===== config.mk =====
export PLATFORM = sky130hd
export DESIGN_NAME = serial_port_unit
export DESIGN_NICKNAME = d
export VERILOG_FILES = /design/src/rtl/serial_port_pkg.sv /design/src/rtl/serial_port_unit.sv
export VERILOG_INCLUDE_DIRS = /design/src /design/src/rtl
export SDC_FILE = /design/constraint.sdc
export NUM_CORES = 1
export LEC_CHECK = 0
export BUFFER_PORTS_ARGS = -buffer_cell sky130_fd_sc_hd__buf_2
export CAP_MARGIN = 20
export CELL_PAD_IN_SITES_DETAIL_PLACEMENT = 2
export CELL_PAD_IN_SITES_GLOBAL_PLACEMENT = 2
export CORE_MARGIN = 2
export CORE_UTILIZATION = 30
export DETAILED_ROUTE_END_ITERATION = 7
export PLACE_DENSITY_LB_ADDON = 0.1
export SKIP_CTS_REPAIR_TIMING = 1
export SLEW_MARGIN = 20
export SYNTH_ARGS = -nofsm -noshare
export SYNTH_HDL_FRONTEND = slang
export SYNTH_SLANG_ARGS = --single-unit

===== constraint.sdc =====
create_clock -name core_clk_i -period 2.48 [get_ports core_clk_i]
set_input_delay 0.248 -clock core_clk_i [delete_from_list [all_inputs] [get_ports core_clk_i]]
set_output_delay 0.248 -clock core_clk_i [all_outputs]
set_load 0.03 [all_outputs]

===== src/rtl/serial_port_defs.svh =====
`ifndef SERIAL_PORT_DEFS_SVH
`define SERIAL_PORT_DEFS_SVH
// ------------------------------------------------------------
// register offsets (byte addresses, one word each)
// ------------------------------------------------------------
`define ADDR_FMT      4'h0
`define ADDR_TXHOLD   4'h4
`define ADDR_FLAGS    4'h8
`define ADDR_RXDATA   4'hC
`define ADDR_BITDIV   5'h10
// ------------------------------------------------------------
// fields and reset values
// ------------------------------------------------------------
`define FMT_SYNC      7
`define FMT_CHR7      6
`define FMT_PAR_EN    5
`define FMT_PAR_ODD   4
`define FMT_STOP2     3
`define FMT_MP        2
`define FLG_TX_EMPTY  7
`define FLG_RX_FULL   6
`define FLG_PAR_ERR   3
`define FLG_FRM_ERR   4
`define FLG_TX_END    2
`define FLG_MPB       1
`define FLG_TX_EN     0
`define RST_FMT       8'h00
`define RST_TXHOLD    8'hFF
`define RST_RXDATA    8'h00
`define RST_BITDIV    8'h0F
`endif


===== src/rtl/serial_port_pkg.sv =====
package serial_port_pkg;
  typedef logic [7:0] byte_t;
  typedef logic [4:0] addr_t;
  typedef enum logic [2:0] {
    ST_IDLE,
    ST_START,
    ST_DATA,
    ST_PAR,
    ST_STOP
  } frame_st_e;
endpackage


===== src/rtl/serial_port_unit.sv =====
`timescale 1ns/1ps
`default_nettype none
`include "serial_port_defs.svh"
module serial_port_unit (
  input  wire logic                  core_clk_i,
  input  wire logic                  rst_i,
  input  wire logic                  standby_i,
  input  wire serial_port_pkg::addr_t addr_i,
  input  wire serial_port_pkg::byte_t wdata_i,
  input  wire logic                  wr_i,
  input  wire logic                  rd_i,
  input  wire logic                  rxd_i,
  output logic [7:0]                 rdata_o,
  output logic                       txd_o,
  output logic                       sck_o
);
  import serial_port_pkg::*;

  // ------------------------------------------------------------
  // registers
  // ------------------------------------------------------------
  byte_t     fmt_r, txhold_r, rxdata_r, bitdiv_r;
  logic      tx_empty_r, rx_full_r, par_err_r, frm_err_r, tx_end_r, mpb_r, tx_en_r;
  logic      clr;
  logic      tx_load, rx_done, tx_end_set;
  logic      rx_perr, rx_ferr, rx_mpb;
  assign clr = rst_i | standby_i;

  function automatic logic sel(input addr_t a, input addr_t off);
    return a == off;
  endfunction

  logic wfmt, wtx, wflg;
  assign wfmt = wr_i && sel(addr_i, 5'(`ADDR_FMT));
  assign wtx  = wr_i && sel(addr_i, 5'(`ADDR_TXHOLD));
  assign wflg = wr_i && sel(addr_i, 5'(`ADDR_FLAGS));

  logic sync_m, chr7, par_on, stop2, mp_on;
  assign sync_m = fmt_r[`FMT_SYNC];
  assign chr7   = !sync_m && fmt_r[`FMT_CHR7];
  assign mp_on  = !sync_m && fmt_r[`FMT_MP];
  assign par_on = !sync_m && !mp_on && fmt_r[`FMT_PAR_EN];
  assign stop2  = fmt_r[`FMT_STOP2];

  always_ff @(posedge core_clk_i) begin
    if (clr) begin
      fmt_r <= `RST_FMT;
    end else if (wfmt) begin
      fmt_r <= wdata_i;
    end
  end

  always_ff @(posedge core_clk_i) begin
    if (clr) begin
      txhold_r <= `RST_TXHOLD;
    end else if (wtx) begin
      txhold_r <= wdata_i;
    end
  end

  always_ff @(posedge core_clk_i) begin
    if (clr) begin
      bitdiv_r <= `RST_BITDIV;
    end else if (wr_i && sel(addr_i, `ADDR_BITDIV)) begin
      bitdiv_r <= wdata_i;
    end
  end

  // flags: set wins over clear; writing 1 never sets a status flag (tx_en_r takes the written value)
  always_ff @(posedge core_clk_i) begin
    if (clr) begin
      tx_empty_r <= 1'b1;
      tx_end_r   <= 1'b1;
      rx_full_r  <= 1'b0;
      par_err_r  <= 1'b0;
      frm_err_r  <= 1'b0;
      mpb_r      <= 1'b0;
      tx_en_r    <= 1'b0;
    end else begin
      if (wflg) begin
        tx_en_r <= wdata_i[`FLG_TX_EN];
      end
      if (tx_load || !tx_en_r) begin
        tx_empty_r <= 1'b1;
      end else if (wflg && !wdata_i[`FLG_TX_EMPTY]) begin
        tx_empty_r <= 1'b0;
      end
      if (tx_end_set) begin
        tx_end_r <= 1'b1;
      end else if (tx_load || (wflg && !wdata_i[`FLG_TX_EMPTY])) begin
        tx_end_r <= 1'b0;
      end
      if (rx_done) begin
        rx_full_r <= 1'b1;
        par_err_r <= par_err_r | rx_perr;
        frm_err_r <= frm_err_r | rx_ferr;
        mpb_r     <= rx_mpb;
      end else if (wflg) begin
        rx_full_r <= rx_full_r & wdata_i[`FLG_RX_FULL];
        par_err_r <= par_err_r & wdata_i[`FLG_PAR_ERR];
        frm_err_r <= frm_err_r & wdata_i[`FLG_FRM_ERR];
      end
    end
  end

  // ------------------------------------------------------------
  // read port
  // ------------------------------------------------------------
  always_ff @(posedge core_clk_i) begin
    if (rst_i) begin
      rdata_o <= 8'h00;
    end else if (rd_i) begin
      case (addr_i)
        5'(`ADDR_FMT):    rdata_o <= fmt_r;
        5'(`ADDR_TXHOLD): rdata_o <= txhold_r;
        5'(`ADDR_RXDATA): rdata_o <= rxdata_r;
        5'(`ADDR_BITDIV): rdata_o <= bitdiv_r;
        5'(`ADDR_FLAGS):  rdata_o <= {tx_empty_r, rx_full_r, 1'b0, frm_err_r, par_err_r,
                                      tx_end_r, mpb_r, tx_en_r};
        default:          rdata_o <= 8'h00;
      endcase
    end else begin
      rdata_o <= 8'h00;
    end
  end

  // ------------------------------------------------------------
  // baud generator: prescaler then bit divider (16x oversample async)
  // ------------------------------------------------------------
  logic [5:0] pre_r;
  logic       pre_tick, tick16;
  logic [7:0] div_r;
  always_ff @(posedge core_clk_i) begin
    if (clr) begin
      pre_r <= 6'h00;
    end else begin
      pre_r <= pre_r + 6'h01;
    end
  end
  always_comb begin
    case (fmt_r[1:0])
      2'b00:   pre_tick = 1'b1;
      2'b01:   pre_tick = pre_r[1:0] == 2'b11;
      2'b10:   pre_tick = pre_r[3:0] == 4'hF;
      default: pre_tick = pre_r == 6'h3F;
    endcase
  end
  always_ff @(posedge core_clk_i) begin
    if (clr) begin
      div_r <= 8'h00;
    end else if (pre_tick) begin
      div_r <= (div_r >= bitdiv_r) ? 8'h00 : div_r + 8'h01;
    end
  end
  assign tick16 = pre_tick && (div_r >= bitdiv_r);

  // ------------------------------------------------------------
  // transmitter
  // ------------------------------------------------------------
  frame_st_e  tst_r;
  byte_t      tsr_r;
  logic [3:0] tph_r, tbit_r;
  logic       tpar_r, tbit_end;
  assign tbit_end = tick16 && (sync_m || tph_r == 4'hF);
  assign tx_load  = tx_en_r && !tx_empty_r && tbit_end &&
                    (tst_r == ST_IDLE ||
                     (tst_r == ST_STOP && (!stop2 || tbit_r == 4'd1)) ||
                     (sync_m && tst_r == ST_DATA && tbit_r == 4'd7));
  assign tx_end_set = tbit_end && tx_empty_r &&
                      ((tst_r == ST_STOP && (!stop2 || tbit_r == 4'd1)) ||
                       (sync_m && tst_r == ST_DATA && tbit_r == 4'd7));

  always_ff @(posedge core_clk_i) begin
    if (clr) begin
      tst_r  <= ST_IDLE;
      tsr_r  <= 8'hFF;
      tph_r  <= 4'h0;
      tbit_r <= 4'h0;
      tpar_r <= 1'b0;
      txd_o  <= 1'b1;
      sck_o  <= 1'b1;
    end else begin
      if (tick16) begin
        tph_r <= tph_r + 4'h1;
        sck_o <= !(sync_m && tst_r == ST_DATA) || tph_r[0];
      end
      if (tx_load) begin
        tsr_r  <= chr7 ? {1'b0, txhold_r[6:0]} : txhold_r;
        tpar_r <= fmt_r[`FMT_PAR_ODD];
        tbit_r <= 4'h0;
        tph_r  <= 4'h0;
        tst_r  <= sync_m ? ST_DATA : ST_START;
        txd_o  <= sync_m ? txhold_r[0] : 1'b0;
      end else if (tbit_end) begin
        case (tst_r)
          ST_START: begin
            tst_r <= ST_DATA;
            txd_o <= tsr_r[0];
          end
          ST_DATA: begin
            tpar_r <= tpar_r ^ tsr_r[0];
            tsr_r  <= {1'b1, tsr_r[7:1]};
            tbit_r <= tbit_r + 4'h1;
            if (tbit_r == (chr7 ? 4'd6 : 4'd7)) begin
              tbit_r <= 4'h0;
              tst_r  <= sync_m ? ST_IDLE : ((par_on || mp_on) ? ST_PAR : ST_STOP);
              txd_o  <= sync_m ? 1'b1 : (mp_on ? 1'b0 : (par_on ? tpar_r ^ tsr_r[0] : 1'b1));
            end else begin
              txd_o <= tsr_r[1];
            end
          end
          ST_PAR: begin
            tst_r <= ST_STOP;
            txd_o <= 1'b1;
          end
          ST_STOP: begin
            if (stop2 && tbit_r == 4'd0) begin
              tbit_r <= 4'd1;
            end else begin
              tst_r <= ST_IDLE;
            end
            txd_o <= 1'b1;
          end
          default: tst_r <= ST_IDLE;
        endcase
      end
    end
  end

  // ------------------------------------------------------------
  // receiver (async, 16x oversampled; sync uses tick16 as bit clock)
  // ------------------------------------------------------------
  frame_st_e  rst_st_r;
  byte_t      rsr_r;
  logic [3:0] rph_r, rbit_r;
  logic       rpar_r, rsamp;
  assign rsamp = tick16 && (sync_m || rph_r == 4'h7);
  assign rx_done = rsamp && ((rst_st_r == ST_STOP) ||
                   (sync_m && rst_st_r == ST_DATA && rbit_r == 4'd7));
  assign rx_ferr = !sync_m && !rxd_i;
  assign rx_perr = par_on && rpar_r;
  assign rx_mpb  = mp_on && rpar_r;

  always_ff @(posedge core_clk_i) begin
    if (clr) begin
      rst_st_r <= ST_IDLE;
      rsr_r    <= 8'h00;
      rph_r    <= 4'h0;
      rbit_r   <= 4'h0;
      rpar_r   <= 1'b0;
    end else begin
      if (tick16) begin
        rph_r <= rph_r + 4'h1;
      end
      case (rst_st_r)
        ST_IDLE: begin
          if (tick16 && !rxd_i) begin
            rst_st_r <= sync_m ? ST_DATA : ST_START;
            rph_r    <= 4'h1;
            rbit_r   <= 4'h0;
            rpar_r   <= fmt_r[`FMT_PAR_ODD];
            if (sync_m) begin
              rsr_r  <= {rxd_i, 7'h00};
              rbit_r <= 4'h1;
            end
          end
        end
        ST_START: begin
          if (rsamp) begin
            rst_st_r <= rxd_i ? ST_IDLE : ST_DATA;
          end
        end
        ST_DATA: begin
          if (rsamp) begin
            rsr_r  <= chr7 && rbit_r == 4'd6 ? {1'b0, rxd_i, rsr_r[7:2]} :
                      {rxd_i, rsr_r[7:1]};
            rpar_r <= rpar_r ^ rxd_i;
            rbit_r <= rbit_r + 4'h1;
            if (rbit_r == (chr7 ? 4'd6 : 4'd7)) begin
              rst_st_r <= sync_m ? ST_IDLE : ((par_on || mp_on) ? ST_PAR : ST_STOP);
            end
          end
        end
        ST_PAR: begin
          if (rsamp) begin
            rpar_r   <= mp_on ? rxd_i : rpar_r ^ rxd_i ^ 1'b0;
            rst_st_r <= ST_STOP;
          end
        end
        ST_STOP: begin
          if (rsamp) begin
            rst_st_r <= ST_IDLE;
          end
        end
        default: rst_st_r <= ST_IDLE;
      endcase
    end
  end

  // rx parity: odd sense seeds 1, so a residual 1 means a mismatch
  always_ff @(posedge core_clk_i) begin
    if (clr) begin
      rxdata_r <= `RST_RXDATA;
    end else if (rx_done) begin
      rxdata_r <= sync_m ? {rxd_i, rsr_r[7:1]} : rsr_r;
    end
  end

  // ------------------------------------------------------------
  // checks
  // ------------------------------------------------------------
  chk_txhold_reset: assert property (@(posedge core_clk_i) clr |=> txhold_r == 8'hFF)
    else $error("holding buffer not all ones after clear");
  chk_rxdata_ro: assert property (@(posedge core_clk_i) disable iff (clr)
    !rx_done |=> rxdata_r == $past(rxdata_r))
    else $error("receive buffer changed without a received byte");
  chk_fmt_reset: assert property (@(posedge core_clk_i) clr |=> fmt_r == 8'h00)
    else $error("format register not cleared");
  chk_empty_on_load: assert property (@(posedge core_clk_i) disable iff (clr)
    tx_load |=> tx_empty_r)
    else $error("empty flag not set on load");
  chk_no_load_empty: assert property (@(posedge core_clk_i) disable iff (clr)
    (tx_empty_r && tst_r == ST_IDLE) |=> tst_r == ST_IDLE)
    else $error("transmitter left idle while empty flag set");
  chk_chr7_msb: assert property (@(posedge core_clk_i) disable iff (clr)
    (tx_load && chr7) |=> !tsr_r[7])
    else $error("seven-bit load kept holding buffer bit 7");
  chk_start_bit: assert property (@(posedge core_clk_i) disable iff (clr)
    (tx_load && !sync_m) |=> !txd_o && tst_r == ST_START)
    else $error("start bit not zero");
  chk_one_no_set: assert property (@(posedge core_clk_i) disable iff (clr)
    (wflg && wdata_i[`FLG_RX_FULL] && !rx_full_r && !rx_done) |=> !rx_full_r)
    else $error("flag set by writing one");
  chk_stop_high: assert property (@(posedge core_clk_i) disable iff (clr)
    tst_r == ST_STOP |-> txd_o)
    else $error("stop bit not one");
  chk_clear_start: assert property (@(posedge core_clk_i) disable iff (clr)
    (wflg && !wdata_i[`FLG_TX_EMPTY] && tx_en_r && !tx_load && wdata_i[`FLG_TX_EN])
    |=> !tx_empty_r)
    else $error("clearing empty flag did not arm transmit");
  cov_tx_load: cover property (@(posedge core_clk_i) tx_load);
  cov_rx_done: cover property (@(posedge core_clk_i) rx_done);
  cov_sync_tx: cover property (@(posedge core_clk_i) tx_load && sync_m);
  cov_par_err: cover property (@(posedge core_clk_i) rx_done && rx_perr);
  cov_mp_rx: cover property (@(posedge core_clk_i) rx_done && rx_mpb);
endmodule
`default_nettype wire


==> results.txt <==
Layout Cells excl Fill - 899
Post-route setup slack - 0.162 ns
Min-Delay Path Class - in -> reg
Worst vdd ir - 0.336 mV
Status - completed
Dpl hpwl - 13500 um
Vias per cell - 5.38
Final min period - 2.32 ns
Number of enable flip-flop cells after synthesis - 0
Clk buf depth - 2
Post-DRT Antenna Nets - 0
CTS tree - built
GRT Overall Usage - 20.2%
Hold Worst Slack - 0.149 ns
Post-Synthesis Net Count - 669
WP data arrival - 2.59 ns
Worst Tran Pin Value - 0.612 ns
Startpoint types - flip-flop
Crit end category - flip-flop
Post-layout power - 3.27 mW
Crit path required time - 2.75 ns
Yosys reg bits - 103
Die Ht - 136 um
CP Max Fanout - 12
Clk_skew - 0.00798 ns
# fillers - 1934
Initial antenna violation count - 0
Period utilisation layout - 93.4%
Multi-input logic area - 3030 sq um
Total Wirelength - 18100 um
First-pass GRT wire length - 28600 um
Top_reg_cell synth - dfxtp_1
Clock Tree Root - clkbuf_16
Final GP Congestion - 0.791
Fraction of layout cells with a size suffix above 1 - 15.9%
Die W - 136 um
Worst-path clk slew - 0.07 ns
Design Area, Final - 6130 sq um
Total overflow reported by the global router - 0
Yosys warning count - 0
Number of port buffers - 28
Flop2flop setup slack - 0.16 ns
I/O pins - 29
Clock Sinks - 103
# diodes - 0
Worst-path cell with the longest stage delay - or4_4
Final Max Tran Viols - 0
Wire per inst - 20.1 um
Post-placement cell count - 884
Vias - 4835
Cts bufs inserted - 9
Power Dens Cells - 534 nW/um^2
Worst R2R Path Depth - 9
Netlist Area Pre-Place - 5260 sq um
Row cnt - 48
Worst path cell trace - inv_1 -> ha_1 -> o21ai_0 -> nand2b_1 -> a311o_1 -> buf_6 -> nand2_8 -> or4_4 -> o31ai_2
F_max - 431 MHz
H-tree depth - 3
Hold Path Depth - 3
CP peak stage delay - 0.55 ns
Residual DRC count - 0
Number of global-route vias before repair - 5156
Critical path class - reg -> reg
Endpoints failing setup - 0
Number of nets in the layout - 706
Hold path startpoint - wdata_i[5]
Post-Syn Instances - 633
Placed cell area - 5780 sq um
Most frequent cells in the layout - dfxtp_1, nand2_1, nor2_1
Seq/Total Area, Yosys - 39.2%
Setup total negative slack - 0 ns
Share of flip-flops with an asynchronous set or reset - 0%
Number of max-cap violations - 0
R2R Path End - par_err_r
RSZ-0062 raised after global routing - yes
Core area - 17200 sq um
Die ar. - 18600 sq um
Initial Utilization - 30.5%
Static Leak - 2.25 nW
Synth unique cells - 62
Syn Area/Cell - 8.30 sq um
Largest net degree at the start of global routing - 41
Hold Fails Final Rpt - 0
Register area - 2060 sq um
CP bufs+invs - 2
Clock latency on the worst-skew pair - 0.36 ns
Setup WS pre-CTS - -0.0152 ns
Initial DRC count - 240
First drt pass iteration count - 4
Largest delay share family, worst path - simple AND/OR/NAND/NOR gates
RR Startpoint - bitdiv_r[2]
Core utilization of the finished layout - 35.6%
Most common cell after layout, fill and taps aside - dfxtp_1
Slew HR - 59.1%
Area growth, synth to finish - 16.7%
Hold Path Sink - txhold_r[5]
[cells in the mapped netlist (5+ instances only)]
cell,n,share of area (%)
o21ai_0,33,3.1
clkbuf_1,21,1.5
a222oi_1,7,1.3
buf_2,6,0.57
nand3_1,28,2.7
ha_1,17,4.0
xor2_1,7,1.2
a2bb2oi_1,6,1.0
dfxtp_1,103,39
inv_1,20,1.4
nand3b_1,5,0.71
a21oi_1,52,5.0
a211oi_1,14,2.0
xnor2_1,10,1.7
or4_1,5,0.71
mux2_2,7,1.5
and2_1,5,0.60
or3_1,16,1.9
nor3_1,9,0.86
nand2b_1,6,0.71
nor2_1,67,4.8
and3_1,7,0.83
mux2i_1,26,5.0
o211ai_1,7,1.0
nor2b_1,7,0.83
nand2_1,78,5.6
[worst min-delay path, stage by stage]
cell and delay [ns]:
buf_2 0.11, nand2_1 0.05, nand3_1 0.07
[power by group]
| part | total, mW | internal (mW) | switching [mW] |
|---|---|---|---|
| combinational | 0.133 | 0.0444 | 0.0889 |
| clock | 1.48 | 0.812 | 0.664 |
| sequential | 1.66 | 1.66 | 0.00502 |
| total | 3.27 | 2.51 | 0.758 |
[cell type report]
class / instances / area share, %
Clock inverter: 4 / 0.898
Multi-Input combinational cell: 476 / 49.4
Sequential cell: 103 / 33.7
Inverter: 20 / 1.22
Tap cell: 225 / 4.59
Timing Repair Buffer: 60 / 6.27
Clock buffer: 11 / 3.96
[kinds of logic after synthesis]
kind of cell               count (synthesis)  share of synthesized area, %
DFF                                      103                          39.2
and+or+nand+nor                          255                          23.9
buffers and inverters                     54                          4.36
adders and majority gates                 17                          4.05
muxes                                     33                          6.45
xor gates and xnor gates                  17                          2.83
AOI/OAI and AO/OA                        154                          19.2
[metal layers]
| layer | global-route usage (%) | routed length (um) | vias up |
|---|---|---|---|
| li1 | - | - | 2352 |
| met2 | 34.7 | 8670 | 62 |
| met3 | 3.62 | 525 | 17 |
| met1 | 25.8 | 8510 | 2404 |
| met4 | 5.90 | 365 | 0 |
| met5 | 0 | 0 | - |
[sequential cells by signal, summed over array words and instances (netlist names), 6 cells and up]
name / count
bitdiv_r: 8
div_r: 8
fmt_r: 8
rdata_o: 8
rsr_r: 8
rxdata_r: 8
tsr_r: 8
txhold_r: 8
pre_r: 6
[how the worst max path moves through the flow]
stage / startpoint / endpoint / slack, ns / cells past startpoint
2_1_floorplan: div_r[0] / par_err_r / 0.01 / 10
6_report: bitdiv_r[2] / par_err_r / 0.16 / 9
3_5_place_dp: div_r[0] / div_r[4] / -0.02 / 10
3_3_place_gp: bitdiv_r[0] / tsr_r[7] / 0.04 / 7
5_1_grt: div_r[0] / tbit_r[3] / -0.009 / 9
4_1_cts: div_r[0] / div_r[4] / -0.04 / 10
(Power assumes the default switching activity.)
